## config.mk

```make
export PLATFORM = sky130hd
export DESIGN_NAME = tx_seg_user_flat
export DESIGN_NICKNAME = d
export VERILOG_FILES = /design/src/tx_seg_pkg.sv /design/src/tx_seg_if.sv /design/src/tx_seg_user.sv /design/src/flat_wrapper.sv
export SDC_FILE = /design/constraint.sdc
export NUM_CORES = 1
export LEC_CHECK = 0
export BUFFER_PORTS_ARGS = -buffer_cell sky130_fd_sc_hd__buf_2
export CELL_PAD_IN_SITES_DETAIL_PLACEMENT = 0
export CELL_PAD_IN_SITES_GLOBAL_PLACEMENT = 2
export CORE_AREA = 2 2 241 243
export DETAILED_ROUTE_END_ITERATION = 10
export DIE_AREA = 0 0 243 245
export HOLD_SLACK_MARGIN = 0.15
export PLACE_DENSITY = 0.59
export RECOVER_POWER = 100
export SYNTH_ARGS = -nofsm -noshare
export SYNTH_HDL_FRONTEND = slang
export SYNTH_SLANG_ARGS = --single-unit
```

## constraint.sdc

```tcl
create_clock -name core_clk -period 2.5 [get_ports core_clk]
set_clock_uncertainty 0.15 [all_clocks]
set_input_delay 0.25 -clock core_clk [delete_from_list [all_inputs] [get_ports core_clk]]
set_output_delay 0.25 -clock core_clk [all_outputs]
set_load 0.005 [all_outputs]
```

## src/tx_seg_pkg.sv

```systemverilog
// shared constants and types of the segmented packet bus and its controller
package tx_seg_pkg;
	// ----------------------------------------------------------------
	// bus shape
	// ----------------------------------------------------------------
	localparam int NUM_SEG   = 4;
	localparam int SEG_W     = 128;
	localparam int EMPTY_W   = 4;
	localparam int SEG_BYTES = 16;
	localparam int LEN_W     = 16;
	localparam int CNT_W     = 16;
	// the error marker clears the low bits of the empty count
	localparam int EMPTY_LOW = 3;

	// ----------------------------------------------------------------
	// controller registers (byte addresses, one word each)
	// ----------------------------------------------------------------
	localparam int          ADDR_W      = 8;
	localparam logic [7:0]  OFF_CTRL    = 8'h00;
	localparam logic [7:0]  OFF_LEN     = 8'h04;
	localparam logic [7:0]  OFF_GO      = 8'h08;
	localparam logic [7:0]  OFF_STATUS  = 8'h0c;
	localparam logic [7:0]  OFF_MASK    = 8'h10;
	localparam int          CTRL_EN     = 0;
	localparam int          CTRL_LF     = 1;
	localparam int          CTRL_BAD    = 2;
	localparam int          CTRL_BUSY   = 8;
	localparam int          CTRL_W      = 3;
	localparam int          ST_DONE     = 0;
	localparam int          ST_UNDER    = 1;
	localparam int          ST_W        = 2;
	localparam logic [2:0]  CTRL_RESET  = 3'h0;
	localparam logic [15:0] LEN_RESET   = 16'h0040;
	localparam logic [1:0]  MASK_RESET  = 2'h0;

	// ----------------------------------------------------------------
	// line code word kinds
	// ----------------------------------------------------------------
	typedef enum logic [1:0] {KIND_IDLE, KIND_DATA, KIND_ERROR, KIND_LFAULT} word_kind_t;
endpackage

```

## src/tx_seg_if.sv

```systemverilog
// segmented packet bus between user transmit logic and the mac transmit entry
interface tx_seg_if;
	logic [tx_seg_pkg::NUM_SEG-1:0]   valid;
	logic [tx_seg_pkg::NUM_SEG-1:0]   sop;
	logic [tx_seg_pkg::NUM_SEG-1:0]   eop;
	logic [tx_seg_pkg::NUM_SEG-1:0]   bad;
	logic [tx_seg_pkg::EMPTY_W-1:0]   empty [tx_seg_pkg::NUM_SEG];
	logic [tx_seg_pkg::SEG_W-1:0]     data  [tx_seg_pkg::NUM_SEG];
	logic                             tx_enable;
	logic                             local_fault_req;
	logic                             underflow;

	modport dev (
		input  valid,
		input  sop,
		input  eop,
		input  bad,
		input  empty,
		input  data,
		input  tx_enable,
		input  local_fault_req,
		output underflow
	);

	modport user (
		output valid,
		output sop,
		output eop,
		output bad,
		output empty,
		output data,
		output tx_enable,
		output local_fault_req,
		input  underflow
	);
endinterface

```

## src/tx_seg_user.sv

```systemverilog
// user transmit logic: apb registers, packet generator onto the segmented bus
module tx_seg_user (
	input  wire logic                           core_clk, // core clock
	input  wire logic                           nrst,     // sync reset
	tx_seg_if.user                              seg_bus,  // packet bus
	input  wire logic                           psel,     // apb select
	input  wire logic                           penable,  // apb enable
	input  wire logic                           pwrite,   // apb direction
	input  wire logic [tx_seg_pkg::ADDR_W-1:0]  paddr,    // apb address
	input  wire logic [31:0]                    pwdata,   // apb write data
	output logic [31:0]                         prdata,   // apb read data
	output logic                                pready,   // apb ready
	output logic                                pslverr,  // apb error
	output logic                                irq       // interrupt level
);
	localparam int N = tx_seg_pkg::NUM_SEG;
	localparam int L = tx_seg_pkg::LEN_W;

	// ----------------------------------------------------------------
	// apb decode
	// ----------------------------------------------------------------
	logic [tx_seg_pkg::CTRL_W-1:0]  ctrl_q;
	logic [L-1:0]                   len_q;
	logic [tx_seg_pkg::ST_W-1:0]    status_q;
	logic [tx_seg_pkg::ST_W-1:0]    mask_q;
	logic [tx_seg_pkg::ST_W-1:0]    events;
	logic [L-1:0]                   rem_q;
	logic [L-1:0]                   word_q;
	logic                           busy_q;
	logic                           first_q;
	logic                           bad_pkt_q;
	logic [N-1:0]                   val_q, sop_q, eop_q, badm_q;
	logic [N-1:0]                   val_d, sop_d, eop_d, badm_d;
	logic [tx_seg_pkg::EMPTY_W-1:0] empty_q [N];
	logic [tx_seg_pkg::EMPTY_W-1:0] empty_d [N];
	logic [tx_seg_pkg::SEG_W-1:0]   data_q  [N];
	logic [tx_seg_pkg::SEG_W-1:0]   data_d  [N];
	wire                            access;
	wire                            hit_ctrl, hit_len, hit_go, hit_status, hit_mask;
	wire                            wr, rd_status, start, final_cycle;

	assign access      = psel && penable;
	assign hit_ctrl    = paddr == tx_seg_pkg::OFF_CTRL;
	assign hit_len     = paddr == tx_seg_pkg::OFF_LEN;
	assign hit_go      = paddr == tx_seg_pkg::OFF_GO;
	assign hit_status  = paddr == tx_seg_pkg::OFF_STATUS;
	assign hit_mask    = paddr == tx_seg_pkg::OFF_MASK;
	assign wr          = access && pwrite;
	assign rd_status   = access && !pwrite && hit_status;
	assign start       = wr && hit_go && !busy_q && len_q != '0;
	assign final_cycle = busy_q && rem_q <= L'(N * tx_seg_pkg::SEG_BYTES);
	assign events      = {seg_bus.underflow, final_cycle};
	assign pready      = 1'b1;
	assign pslverr     = access && !(hit_ctrl || hit_len || hit_go || hit_status || hit_mask);
	assign prdata      = hit_ctrl   ? 32'(ctrl_q) | (32'(busy_q) << tx_seg_pkg::CTRL_BUSY) :
	                     hit_len    ? 32'(len_q) :
	                     hit_status ? 32'(status_q) :
	                     hit_mask   ? 32'(mask_q) : 32'h0;
	assign irq         = |(status_q & mask_q);

	// ----------------------------------------------------------------
	// registers; a new event wins over the read that clears
	// ----------------------------------------------------------------
	always_ff @(posedge core_clk) begin
		if (!nrst) begin
			ctrl_q   <= tx_seg_pkg::CTRL_RESET;
			len_q    <= tx_seg_pkg::LEN_RESET;
			mask_q   <= tx_seg_pkg::MASK_RESET;
			status_q <= '0;
		end else begin
			if (wr && hit_ctrl) ctrl_q <= pwdata[tx_seg_pkg::CTRL_W-1:0];
			if (wr && hit_len) len_q <= pwdata[L-1:0];
			if (wr && hit_mask) mask_q <= pwdata[tx_seg_pkg::ST_W-1:0];
			status_q <= (status_q & ~{tx_seg_pkg::ST_W{rd_status}}) | events;
		end
	end

	// ----------------------------------------------------------------
	// generator: packets always start on segment 0, segments fill in order
	// ----------------------------------------------------------------
	always_comb begin
		logic [L-1:0] lim;
		logic         v;
		logic         e;
		lim = '0;
		v   = 1'b0;
		e   = 1'b0;
		for (int i = 0; i < N; i++) begin
			lim        = L'((i + 1) * tx_seg_pkg::SEG_BYTES);
			v          = busy_q && rem_q > L'(i * tx_seg_pkg::SEG_BYTES);
			e          = v && rem_q <= lim;
			val_d[i]   = v;
			sop_d[i]   = v && first_q && i == 0;
			eop_d[i]   = e;
			badm_d[i]  = e && bad_pkt_q;
			empty_d[i] = e ? tx_seg_pkg::EMPTY_W'(lim - rem_q) : '0;
			data_d[i]  = v ? tx_seg_pkg::SEG_W'({word_q, 2'(i)}) : '0;
		end
	end

	always_ff @(posedge core_clk) begin
		if (!nrst) begin
			busy_q    <= 1'b0;
			first_q   <= 1'b0;
			bad_pkt_q <= 1'b0;
			rem_q     <= '0;
			word_q    <= '0;
			val_q     <= '0;
			sop_q     <= '0;
			eop_q     <= '0;
			badm_q    <= '0;
		end else begin
			val_q  <= val_d;
			sop_q  <= sop_d;
			eop_q  <= eop_d;
			badm_q <= badm_d;
			if (start) begin
				busy_q    <= 1'b1;
				first_q   <= 1'b1;
				rem_q     <= len_q;
				bad_pkt_q <= ctrl_q[tx_seg_pkg::CTRL_BAD];
			end else if (busy_q) begin
				first_q <= 1'b0;
				word_q  <= word_q + L'(1);
				rem_q   <= final_cycle ? '0 : rem_q - L'(N * tx_seg_pkg::SEG_BYTES);
				busy_q  <= !final_cycle;
			end
		end
	end

	always_ff @(posedge core_clk) begin
		for (int i = 0; i < N; i++) begin
			if (!nrst) begin
				empty_q[i] <= '0;
				data_q[i]  <= '0;
			end else begin
				empty_q[i] <= empty_d[i];
				data_q[i]  <= data_d[i];
			end
		end
	end

	assign seg_bus.valid           = val_q;
	assign seg_bus.sop             = sop_q;
	assign seg_bus.eop             = eop_q;
	assign seg_bus.bad             = badm_q;
	assign seg_bus.empty           = empty_q;
	assign seg_bus.data            = data_q;
	assign seg_bus.tx_enable       = ctrl_q[tx_seg_pkg::CTRL_EN];
	assign seg_bus.local_fault_req = ctrl_q[tx_seg_pkg::CTRL_LF];
endmodule

```

## src/flat_wrapper.sv

```systemverilog
// flat-port wrapper written by rule: the top's interface ports become plain ports
module tx_seg_user_flat 
  (core_clk, nrst, psel, penable, pwrite, paddr, pwdata, prdata, pready, pslverr, irq, seg_bus_valid, seg_bus_sop, seg_bus_eop, seg_bus_bad, seg_bus_empty, seg_bus_data, seg_bus_tx_enable, seg_bus_local_fault_req, seg_bus_underflow);
  tx_seg_if seg_bus_i ();
  input  wire logic core_clk;
  input  wire logic nrst;
  input  wire logic psel;
  input  wire logic penable;
  input  wire logic pwrite;
  input  wire logic [tx_seg_pkg::ADDR_W-1:0] paddr;
  input  wire logic [31:0] pwdata;
  output logic [31:0] prdata;
  output logic pready;
  output logic pslverr;
  output logic irq;
  output wire logic [$bits(seg_bus_i.valid)-1:0] seg_bus_valid;
  output wire logic [$bits(seg_bus_i.sop)-1:0] seg_bus_sop;
  output wire logic [$bits(seg_bus_i.eop)-1:0] seg_bus_eop;
  output wire logic [$bits(seg_bus_i.bad)-1:0] seg_bus_bad;
  output wire logic [$bits(seg_bus_i.empty)-1:0] seg_bus_empty;
  output wire logic [$bits(seg_bus_i.data)-1:0] seg_bus_data;
  output wire logic [$bits(seg_bus_i.tx_enable)-1:0] seg_bus_tx_enable;
  output wire logic [$bits(seg_bus_i.local_fault_req)-1:0] seg_bus_local_fault_req;
  input wire logic [$bits(seg_bus_i.underflow)-1:0] seg_bus_underflow;
  assign seg_bus_valid = seg_bus_i.valid;
  assign seg_bus_sop = seg_bus_i.sop;
  assign seg_bus_eop = seg_bus_i.eop;
  assign seg_bus_bad = seg_bus_i.bad;
  assign seg_bus_empty = {>>{seg_bus_i.empty}};
  assign seg_bus_data = {>>{seg_bus_i.data}};
  assign seg_bus_tx_enable = seg_bus_i.tx_enable;
  assign seg_bus_local_fault_req = seg_bus_i.local_fault_req;
  assign seg_bus_i.underflow = seg_bus_underflow;
  tx_seg_user u_core (.core_clk(core_clk), .nrst(nrst), .seg_bus(seg_bus_i), .psel(psel), .penable(penable), .pwrite(pwrite), .paddr(paddr), .pwdata(pwdata), .prdata(prdata), .pready(pready), .pslverr(pslverr), .irq(irq));
endmodule
```

# Word level (Yosys, flattened, before mapping)
# Index checks and enable logic that the tools add are counted.
dict set report totals {
  latchBits 0
  inputBits 46
  mem_count 0
  mem_bits_ro 0
  reg_bits 602
  ram_bits 0
  out_inout_bits 581
  wordCells 110
}
dict set report classes {
  div_mod_pow 0
  eq_ne 4
  n_shift 0
  n_bitwise 6
  multipliers 0
  n_mux 14
  order_cmp 8
  n_reduce_logical 46
  n_addsub 6
}
# cell count
set ops {}
lappend ops {{$mux W32} 3}
lappend ops {{$mux W16} 3}
lappend ops {{$gt A16 B6 Y1 const B} 2}
lappend ops {{$le A16 B6 Y1 const B} 2}
lappend ops {{$logic_and A1 B1 Y1} 25}
lappend ops {{$reduce_and A2 Y1} 9}
lappend ops {{$add A16 B1 Y16 const B} 1}
lappend ops {{$eq A8 B4 Y1 const B} 2}
lappend ops {{$gt A16 B1 Y1 const B} 1}
lappend ops {{$gt A16 B5 Y1 const B} 1}
lappend ops {{$le A16 B5 Y1 const B} 1}
lappend ops {{$le A16 B7 Y1 const B} 1}
lappend ops {{$reduce_bool A16 Y1} 1}
lappend ops {{$sub A1 B4 Y4 const A} 4}
lappend ops {{$sub A16 B7 Y16 const B} 1}
lappend ops {{$or A3 B9 Y9} 1}
lappend ops {{$eq A8 B3 Y1 const B} 1}
lappend ops {{$eq A8 B5 Y1 const B} 1}
lappend ops {{$logic_not A8 Y1} 1}
lappend ops {{$mux W2} 3}
lappend ops {{$mux W1} 5}
lappend ops {{$and A2 B2 Y2} 2}
lappend ops {{$logic_not A1 Y1} 4}
lappend ops {{$logic_or A1 B1 Y1} 4}
lappend ops {{5 further kinds} 5}

# Depth between registers and ports, before layout
# Gate-level depths: netlist of the first run.
dict set report logic_depth {
  ltp_word 7
  ltp_mapped 7
  depth_no_buf 6
}

# Worst setup path after synthesis of the first run
# Ideal clock, no wire load.
dict set report synth_path {
  path_type {flip-flop to flip-flop}
  start {register u_core.rem_q[6]}
  end {register u_core.data_q, in the netlist u_core.seg_bus.data[137]}
  required_time_ns 2.291
  path_buffers 1
  period_less_slack_ns 1.995
  stages_incl_launch_ff 8
  t_arrival_ns 1.786
  setup_time_ns 0.059
  slack_ns 0.505
  cell_sequence {dfxtp_1 inv_1 ha_1 nand2_1 mux2_2 a21oi_1 clkbuf_1 and2_1}
}
dict set report synth_via {
  elab_chain_cells 3
}
# item line
set synth_rtl {}
lappend synth_rtl {{from (decl)} tx_seg_user.sv:27} ;# logic [L-1:0] rem_q;
lappend synth_rtl {{from (signal assigned)} tx_seg_user.sv:120} ;# rem_q <= len_q;
lappend synth_rtl {{from (signal assigned)} tx_seg_user.sv:125} ;# rem_q <= final_cycle ? '0 : rem_q - L'(N * tx_seg_pkg::SEG_BYTES);
lappend synth_rtl {{$gt A16 B6 Y1} tx_seg_user.sv:90} ;# v = busy_q && rem_q > L'(i * tx_seg_pkg::SEG_BYTES);
lappend synth_rtl {{$logic_and A1 B1 Y1} tx_seg_user.sv:90}
lappend synth_rtl {{$reduce_and A2 Y1 (no source line)} --}
lappend synth_rtl {{to (signal, indexed assignment)} tx_seg_user.sv:138} ;# data_q[i] <= data_d[i];
lappend synth_rtl {{to (decl)} tx_seg_user.sv:36} ;# logic [tx_seg_pkg::SEG_W-1:0] data_q [N];
# Every way passes these cells.
# A chain may end at the register's enable or synchronous reset.

# Worst setup path in the final report of the first run
dict set report layout_path {
  start {input port paddr[4] in the netlist's numbering}
  end {output port prdata[1]}
}
dict set report layout_via {
  elab_chain_cells 5
  elab_cells_between_ends 8
  classes_between {eq/ne (3); mux (4); reduce/logical (1)}
}
# item line
set layout_rtl {}
lappend layout_rtl {{from (decl)} flat_wrapper.sv:10} ;# input wire logic [tx_seg_pkg::ADDR_W-1:0] paddr;
lappend layout_rtl {{$eq A8 B5 Y1} tx_seg_user.sv:47} ;# assign hit_mask = paddr == tx_seg_pkg::OFF_MASK;
lappend layout_rtl {{$mux W2} tx_seg_user.sv:58} ;# hit_mask ? 32'(mask_q) : 32'h0;
lappend layout_rtl {{$mux W32} tx_seg_user.sv:57} ;# hit_status ? 32'(status_q) :
lappend layout_rtl {{$mux W32} tx_seg_user.sv:56} ;# hit_len ? 32'(len_q) :
lappend layout_rtl {{$mux W32 *} tx_seg_user.sv:55} ;# assign prdata = hit_ctrl ? 32'(ctrl_q) | (32'(busy_q) << tx_seg_pkg::CTRL_BUSY) :
lappend layout_rtl {{to (decl)} flat_wrapper.sv:12} ;# output logic [31:0] prdata;
# Mark *: on every way between the ends. The rest lies on a longest branch, timed or not.

==> results_dict.tcl, run 1 <==
set metrics [dict create \
    status "finished, final reports clean" \
    netlist_instances 1026 \
    place_hpwl_mm 17.6 \
    grt_pass1_vias 4808 \
    wl_per_cell_um 11.0 \
    cp_max_fo 16 \
    max_slew_margin 0.598 \
    nFillCells 6581 \
    cp_common_cell "clkbuf_2" \
    layout.cells.most_common "conb_1" \
    fmax_mhz 419 \
    cts_root_buffer "clkbuf_16" \
    synth_top_area_cell "buf_4" \
    cp.arrival_ns 1.99 \
    core-area_um2 57000 \
    drc_errors 0 \
    cp-start-kind "input pin" \
    fin_util 0.176 \
    critPathCaptureType "primary output" \
    synth_area_leaders "buf_4 (38%), dfxtp_1 (33%), and2_1 (7.3%)" \
    syn_area_per_cell_um2 8.99 \
    grt_use_total 0.0670 \
    die_y_um 245 \
    synth_top_cell_area_share 0.381 \
    fin_crit_sh 0.956 \
    cts_max_level 4 \
    ys_ff_latch 151 \
    final_cell_mix "conb_1 (464), dfxtp_1 (151), and2_1 (80), buf_2 (79), clkbuf_1 (67)" \
    nets 1267 \
    setup_viol 0 \
    synth-main-ff-cell "dfxtp_1" \
    p_leak_nw 4.60 \
    post_dp_cell_area_um2 9340 \
    seq_area_frac_synth 0.328 \
    place_congestion 0.754 \
    cts_tree "done" \
    fin_setup_tns_ns 0 \
    cts_resized 0 \
    worstPathRequired_ns 2.10 \
    grt_max_degree 56 \
    cts.clk_slew.worst_paths_ns 0.06 \
    port_buffers 146 \
    critPathKind "in2out" \
    maxCapViolations 0 \
    start_util 0.162 \
    drt_first_iter_violations 138 \
    drive_above_1_share 0.127 \
    worst_slew_pin_slew_ns 0.601 \
    final_max_slew_viol_count 0 \
    row_count 88 \
    clock_latency_ns 0.43 \
    via_per_inst 2.87 \
    antenna_found_initial 5 \
    ys_warn_count 0 \
    final-seq-area_um2 3020 \
    post-route-min-period_ns 2.39 \
    synth_edf_count 0 \
    grt_pass1_wl_mm 30.1 \
    hp-class "in2reg" \
    antenna_left 0 \
    die_area_um2 59500 \
    rsz0062_at_grt "false" \
    ys_types 53 \
    cts.sinks 151 \
    drt_first_pass_iters 4 \
    design_area_um2 10000 \
    power.density_nw_per_um2 558 \
    report.final.hold_viol_count 0 \
    die_w_um 243 \
    cts_made_buffers 17 \
    multi_input_comb_area_um2 4160 \
    slowest_stage "or4b_1" \
    synthArstFlopShare 0 \
    wl_mm 21.9 \
    area_delta_synth_final_pct 8.49 \
    cts_buffer_depth 2 \
    pin_count 627 \
    vdd_drop_max_mv 0.334 \
    cpPeakStageDelay_ns 0.58 \
    vias 5717 \
    netlist_area_um2 9230 \
    worstPathCellList "buf_2, or4b_1, nor3_1, clkbuf_2, a2bb2oi_1, o22ai_1, clkbuf_2" \
    overflow 0 \
]
==> cells by family (layout without fill, tap and decap cells) <==
family / Yosys count / in the layout / share of synthesized area
flip-flops: 151 / 151 / 0.328
buffers and inverters: 512 / 253 / 0.402
AND/OR/NAND/NOR: 241 / 241 / 0.159
XOR/XNOR: 20 / 20 / 0.0190
multiplexers: 25 / 25 / 0.0274
other: 2 / 465 / 0.000814
adder cells (fa/ha/maj): 4 / 4 / 0.00542
AO/OA/AOI/OAI: 71 / 71 / 0.0588
==> registers in the layout, summed over array words and instances (netlist names) <==
name,flops
u_core.seg_bus.eop,4
u_core.len_q,16
u_core.seg_bus.sop,1
u_core.status_q,2
u_core.bad_pkt_q,1
u_core.rem_q,16
u_core.busy_q,1
u_core.word_q,16
u_core.seg_bus.bad,4
u_core.first_q,1
u_core.mask_q,2
u_core.seg_bus.valid,3
u_core.seg_bus.empty,16
u_core.ctrl_q,3
u_core.seg_bus.data,65
==> critical path: cells and delay by family <==
family                 cells  cell delay [ns]
AOI/OAI and AO/OA          2             0.29
buffers and inverters      3             0.69
and+or+nand+nor            2             0.76
==> through the flow <==
step           cells  setup slack [ns]  hold slack, ns  power (mW)
3_5_place_dp    1943             0.280           0.323        2.70
3_3_place_gp    1943             0.302           0.318        2.70
6_report        1995             0.111           0.204        5.59
4_1_cts         1994             0.276           0.206        5.68
5_1_grt         1995            0.0232           0.208        5.83
2_1_floorplan   1488             0.505           0.224        3.17
==> Yosys cell counts, types with 5 or more instances <==
library cell and instances:
nor2_1 9, o22ai_1 10, xnor2_1 9, nor3_1 9
o2111ai_1 11, nor2b_1 29, nand4_1 8, nand2_1 37
xor2_1 11, buf_2 7, o211ai_1 9, a31oi_1 5
and2_1 107, nor4_1 10, o21a_1 5, buf_4 468
or3_1 6, mux2i_1 23, o21ai_0 6, inv_1 13
nand3_1 7, clkbuf_1 20, dfxtp_1 151
==> cell type report <==
type | instances | share of cell area
clock inverters | 12 | 0.0214
repair buffers | 209 | 0.115
multi-input cells | 825 | 0.416
flip-flops and latches | 151 | 0.302
well taps | 765 | 0.0956
inverters | 13 | 0.00487
clock buffers | 19 | 0.0452
diodes | 1 | 0.000250
==> path summary, 6_finish.rpt <==
kind / cells after the start / slack [ns] / to / from
setup / recovery: 7 / 0.11 / prdata[1] / paddr[4]
hold / removal: 4 / 0.20 / u_core.rem_q[12]$_SDFFE_PN0P_ / nrst
setup reg to reg: 7 / 0.25 / u_core.seg_bus.data[11]$_SDFF_PN0_ / u_core.rem_q[1]$_SDFFE_PN0P_
hold reg to reg: 2 / 0.32 / u_core.first_q$_SDFFE_PN0P_ / u_core.first_q$_SDFFE_PN0P_
==> layer usage <==
metal	up-vias	part of all wire	wire length, um	GRT usage
met3	17	0.079	1730	0.0191
met5	-	0.0021	46	0
met2	302	0.47	10300	0.109
met1	2624	0.44	9640	0.0867
li1	2768	-	-	-
met4	6	0.0072	158	0.0173
==> power breakdown <==
group | switching (mW) | leakage, nW | total [mW] | internal (mW)
clock | 1.06 | 0.327 | 2.90 | 1.84
sequential | 0.00108 | 1.22 | 2.41 | 2.41
combinational | 0.226 | 3.06 | 0.279 | 0.0532
==> timing repair <==
item / in CTS / in global routing
hold endpoints to repair: 23 / 0
setup buffers: 0 / 0
hold buffers: 20 / 0
Power figures use the tool's default switching activity.
==> run 2: changes to the inputs <==
ABC_AREA = 1   (was default)
CORE_AREA = 2 2 243 245   (was 2 2 241 243)
DIE_AREA = 0 0 245 247   (was 0 0 243 245)
PLACE_DENSITY = 0.6   (was 0.59)
==> run 2 against run 1 <==
Net effect: fmax increased by 0.82%; sequential power hardly changed; final area down 3.6%; cell count rose by 6.1%; register-to-register slack improved by 0.05 ns; sequential cell count unchanged; first-iteration DRC count rose by 69%; critical path depth is 3 higher; highest routed layer unchanged; combinational power increased by 3%; via count grew 4.2%; power decreased by 7.4%.
==> results_dict.tcl, run 2 <==
set metrics [dict create \
    status "finished, final reports clean" \
    rsz0062_at_grt "true" \
    synth_xor_area_frac 0.00974 \
    rr_worst_depth 8 \
    synthMuxAreaShare 0 \
    cp.arrival_ns 1.97 \
    hp-class "in2reg" \
    multi_input_comb_area_um2 3730 \
    drive_above_1_share 0.110 \
    synthAdderAreaFrac 0.00557 \
    fin_util 0.166 \
    die_y_um 247 \
    clock_latency_ns 0.44 \
    syn_area_per_cell_um2 7.85 \
    cts_tree "done" \
    maxCapViolations 0 \
    antenna_left 0 \
    rr_startpoint "u_core.rem_q[0]$_SDFFE_PN0P_" \
    synth_top_family_by_area "buffers and inverters" \
    final-seq-area_um2 3020 \
    wl_per_cell_um 10.2 \
    area_delta_synth_final_pct 7.38 \
    drt_first_iter_violations 233 \
    fin_crit_sh 0.948 \
    critPathCaptureType "primary output" \
    fmax_mhz 422 \
    port_buffers 146 \
    synth_top_cell_area_share 0.392 \
    row_count 89 \
    report.final.hold_viol_count 0 \
    power.density_nw_per_um2 536 \
    synth_common_cells "buf_4 (469), dfxtp_1 (151), nor2_1 (147), nand2_1 (96), inv_1 (89)" \
    cts_made_buffers 17 \
    synth_edf_count 0 \
    ys_types 38 \
    layout.cells.most_common "conb_1" \
    nets 1381 \
    grt_pass1_vias 5028 \
    cts_root_buffer "clkbuf_16" \
    grt_max_degree 27 \
    ys_ff_latch 151 \
    cts.sinks 151 \
    wl_mm 21.6 \
    grt_use_total 0.0669 \
    synth_area_leaders "buf_4 (39%), dfxtp_1 (34%), nor2_1 (6.1%)" \
    overflow 0 \
    setup_viol 0 \
    die_area_um2 60500 \
    cts.clk_slew.worst_paths_ns 0.06 \
    synthArstFlopShare 0 \
    seq_area_frac_synth 0.336 \
    pin_count 627 \
    grt_pass1_wl_mm 30.2 \
    synth_compound_area_frac 0.0513 \
    p_leak_nw 4.64 \
    cts_buffer_depth 2 \
    die_w_um 245 \
    vdd_drop_max_mv 0.480 \
    yosys.area_share.simple 0.155 \
    critPathKind "in2out" \
    cts_max_level 4 \
    place_hpwl_mm 17.5 \
    nFillCells 6744 \
    place_congestion 0.739 \
    start_util 0.154 \
    synth.most_common_cell "buf_4" \
    largest_register_ffs 65 \
    antenna_found_initial 5 \
    ys_warn_count 0 \
    synth_top_area_cell "buf_4" \
    vias 5956 \
    cp_max_fo 5 \
    core-area_um2 58200 \
    cts_setup_buffers 0 \
    r2r_end "u_core.seg_bus.empty[14]$_SDFF_PN0_" \
    crit_path_end "prdata[8]" \
    final_cell_mix "conb_1 (464), dfxtp_1 (151), nor2_1 (148), nand2_1 (96), inv_1 (89)" \
    netlist_instances 1146 \
    netlist_area_um2 8990 \
    max_slew_margin 0.122 \
    post-route-min-period_ns 2.37 \
    final_max_slew_viol_count 0 \
    drc_errors 0 \
    fin_setup_tns_ns 0 \
    drt_first_pass_iters 4 \
    holdWs_ns 0.202 \
    synth-main-ff-cell "dfxtp_1" \
    worst_slew_pin_slew_ns 1.32 \
    rrSetupSlack_ns 0.30 \
    cp-start-kind "input pin" \
    worstPathRequired_ns 2.10 \
    via_per_inst 2.81 \
    crit_path_start "paddr[4]" \
]
run 2: report_power, final:
| group | total, mW | internal (mW) | switching (mW) |
|---|---|---|---|
| Sequential | 2.41 | 2.41 | 0.00137 |
| Combinational | 0.286 | 0.0552 | 0.230 |
| Clock | 2.48 | 1.40 | 1.08 |
| Total | 5.17 | 3.86 | 1.31 |
run 2: worst min path at each step:
stage | startpoint | end | slack, ns | depth (start not counted)
after global placement | u_core.first_q$_SDFFE_PN0P_ | u_core.seg_bus.sop[0]$_SDFF_PN0_ | 0.29 | 2
final | penable | u_core.status_q[0]$_SDFF_PN0_ | 0.20 | 6
after CTS | penable | u_core.status_q[0]$_SDFF_PN0_ | 0.18 | 6
after global routing | paddr[5] | u_core.mask_q[0]$_SDFFE_PN0P_ | 0.24 | 6
after detailed placement | u_core.first_q$_SDFFE_PN0P_ | u_core.seg_bus.sop[0]$_SDFF_PN0_ | 0.30 | 2
after floorplan | seg_bus_underflow | u_core.status_q[1]$_SDFF_PN0_ | 0.22 | 2
run 2: cell families after synthesis:
| kind of cell | after synthesis |
|---|---|
| buffers and inverters | 577 |
| xor gates and xnor gates | 10 |
| other | 2 |
| and+or+nand+nor | 319 |
| DFF | 151 |
| adders and majority gates | 4 |
| AOI/OAI and AO/OA | 83 |
run 2: worst max-delay path, cell delays in order:
cell	delay [ns]
dlygate4sd3_1	0.53
buf_2	0.14
inv_1	0.08
nand2_1	0.07
nor2_2	0.18
inv_1	0.10
nor3_4	0.24
inv_1	0.06
o21ai_0	0.16
buf_2	0.16
run 2: routing by layer:
metal / wire length (um) / GRT usage / vias to the layer above
met4: 328 / 0.0265 / 8
met2: 10300 / 0.109 / 303
met5: 55 / 0 / -
li1: - / - / 2958
met3: 1780 / 0.0189 / 28
met1: 9210 / 0.0833 / 2659
run 2: repair_timing:
action	CTS	global route
resized for setup	0	3
endpoints found under the setup margin	0	7
hold endpoints to repair	26	0
hold buffers	25	0
run 2: layout make-up:
cell class                      instances  area share
Inverter                               92      0.0363
Tap cell                              773       0.100
Clock inverter                         13      0.0128
Timing Repair Buffer                  189       0.105
Multi-Input combinational cell        880       0.386
Antenna cell                            1    0.000259
Clock buffer                           18      0.0455
Sequential cell                       151       0.313
run 2: per-stage QoR:
step | std cells | total power [mW] | instance area, um2 | worst slack, ns
after floorplan | 1608 | 3.17 | 10700 | 0.667
after global placement | 2060 | 2.70 | 8940 | 0.406
after detailed placement | 2060 | 2.70 | 8940 | 0.414
after CTS | 2116 | 5.27 | 9750 | 0.0256
after global routing | 2117 | 5.44 | 9650 | -0.0110
final | 2117 | 5.17 | 9650 | 0.130
==> run 3: changes to the inputs <==
PLACE_DENSITY = default   (was 0.6)
PLACE_DENSITY_LB_ADDON = 0.25   (was default)
==> run 3 against run 2 <==
Net effect: global-route usage up 0.63 points; final area down 0.40%; worst setup slack better by 0.14 ns; clock power is 12% higher; core utilization decreased by 0.067 points; sequential power barely moved; cell count did not move; worst hold slack lost 0.0070 ns; via count is 0.35% lower; fmax increased by 6.2%; critical path depth fell by 5; non-clock buffer count did not move; largest power group unchanged; highest routed layer unchanged.
==> results_dict.tcl, run 3 (synthesized netlist as in run 2, its figures left out) <==
set metrics [dict create \
    status "finished, final reports clean" \
    hp-class "in2reg" \
    worstPathRequired_ns 2.72 \
    power.share.clock 0.509 \
    rr_startpoint "u_core.rem_q[6]$_SDFFE_PN0P_" \
    rsz0062_at_grt "false" \
    drt_first_iter_violations 186 \
    cts_tree "done" \
    fin_setup_tns_ns 0 \
    post-route-min-period_ns 2.23 \
    cpPeakStageDelay_ns 0.97 \
    drt_first_pass_iters 4 \
    largest_register_ffs 65 \
    placed_cells 2063 \
    power.density_nw_per_um2 569 \
    rrSetupSlack_ns 0.38 \
    switchingPower_mw 1.39 \
    nets 1381 \
    p_leak_nw 4.56 \
    worst_slew_pin_slew_ns 1.33 \
    start_util 0.154 \
    wl_per_cell_um 11.0 \
    max_slew_margin 0.112 \
    place_congestion 0.684 \
    die_w_um 245 \
    critPathTopFamily "buffers and inverters" \
    die_y_um 247 \
    nFillCells 6772 \
    area_delta_synth_final_pct 6.94 \
    fmax_mhz 448 \
    rr_worst_depth 11 \
    core-area_um2 58200 \
    place_hpwl_mm 18.6 \
    critPathKind "in2reg" \
    cts_resized 0 \
    worstPathCellList "dlygate4sd3_1, buf_2, clkbuf_1, o21ai_0, a21oi_1" \
    critical_path_buf_inv_count 3 \
    antenna_left 0 \
    cts.sinks 151 \
    cts_root_buffer "clkbuf_16" \
    p_seq_frac 0.440 \
    port_buffers 146 \
    final_cell_mix "conb_1 (464), dfxtp_1 (151), nor2_1 (149), nand2_1 (97), clkbuf_1 (95)" \
    cp_max_fo 27 \
    power.share.switching 0.254 \
    fin_crit_sh 0.893 \
    grt_use_total 0.0733 \
    drive_above_1_share 0.0900 \
    die_area_um2 60500 \
    overflow 0 \
    grt_max_degree 28 \
    cp.arrival_ns 2.45 \
    cp.depth 5 \
    row_count 89 \
    cts_max_level 4 \
    cts_buffer_depth 2 \
    cts_made_buffers 17 \
    setup_viol 0 \
    slowest_stage "clkbuf_1" \
    wl_mm 23.2 \
    comb_power_share 0.051 \
    p_int_mw 4.08 \
    hold_buffers 22 \
    maxCapViolations 0 \
    antenna_found_initial 1 \
    cts_setup_buffers 0 \
    power_mw 5.47 \
    r2r_end "u_core.seg_bus.empty[7]$_SDFF_PN0_" \
    clock_latency_ns 0.45 \
    cp-start-kind "input pin" \
    hp-start "paddr[2]" \
    layout.cells.most_common "conb_1" \
    critPathCaptureType "flop" \
    report.final.hold_viol_count 0 \
    via_per_inst 2.80 \
    cts.clk_slew.worst_paths_ns 0.07 \
    drc_errors 0 \
    final_max_slew_viol_count 0 \
    pin_count 627 \
    holdPathEnd "u_core.mask_q[0]$_SDFFE_PN0P_" \
    fin_cells 2117 \
    vdd_drop_max_mv 0.469 \
    min_delay_path_depth 4 \
    grt_pass1_vias 5221 \
    num_antenna_cells 0 \
    grt_pass1_wl_mm 32.5 \
    vias 5935 \
]
run 3: tightest hold or removal path: stages:
cell and delay, ns:
buf_2 0.15, nor3_1 0.10, nand3_1 0.15, a21oi_1 0.09
run 3: area by class of cell:
class	count	area [um2]	area share
clock buffer	19	443	0.0461
sequential	151	3020	0.314
tap	773	967	0.101
inverter	92	345	0.0359
timing repair buffer	189	977	0.102
multi-input combinational	880	3670	0.382
clock inverter	13	186	0.0194
run 3: power by group through the flow:
stage | sequential (mW) | clock, mW | combinational, mW
final | 2.41 | 2.78 | 0.281
after CTS | 2.41 | 2.91 | 0.268
after global placement | 2.46 | 0 | 0.238
after global routing | 2.41 | 3.01 | 0.336
after detailed placement | 2.46 | 0 | 0.238
after floorplan | 2.46 | 0 | 0.714
run 3: how the worst max path moves through the flow:
stage | start | end
final | nrst | u_core.len_q[4]$_SDFFE_PN0P_
after floorplan | u_core.rem_q[6]$_SDFFE_PN0P_ | u_core.seg_bus.empty[6]$_SDFF_PN0_
after global routing | u_core.rem_q[7]$_SDFFE_PN0P_ | u_core.rem_q[0]$_SDFFE_PN0P_
after global placement | u_core.rem_q[0]$_SDFFE_PN0P_ | u_core.seg_bus.empty[9]$_SDFF_PN0_
after CTS | u_core.busy_q$_SDFF_PN0_ | prdata[8]
after detailed placement | u_core.rem_q[0]$_SDFFE_PN0P_ | u_core.seg_bus.empty[9]$_SDFF_PN0_
run 3: per-layer routing:
| layer | routed length [um] | GRT usage |
|---|---|---|
| met5 | 16 | 0 |
| met4 | 380 | 0.0317 |
| met3 | 1730 | 0.0190 |
| met2 | 11400 | 0.124 |
| met1 | 9710 | 0.0876 |
run 3: metrics by stage:
stage | utilization | area, um2 | setup WS, ns | hold WS, ns
finish | 0.165 | 9620 | 0.269 | 0.195
global route | 0.165 | 9620 | 0.112 | 0.202
CTS | 0.168 | 9810 | 0.264 | 0.160
detailed placement | 0.154 | 8960 | 0.372 | 0.296
global placement | 0.154 | 8960 | 0.399 | 0.301
floorplan | - | 10700 | 0.667 | 0.217
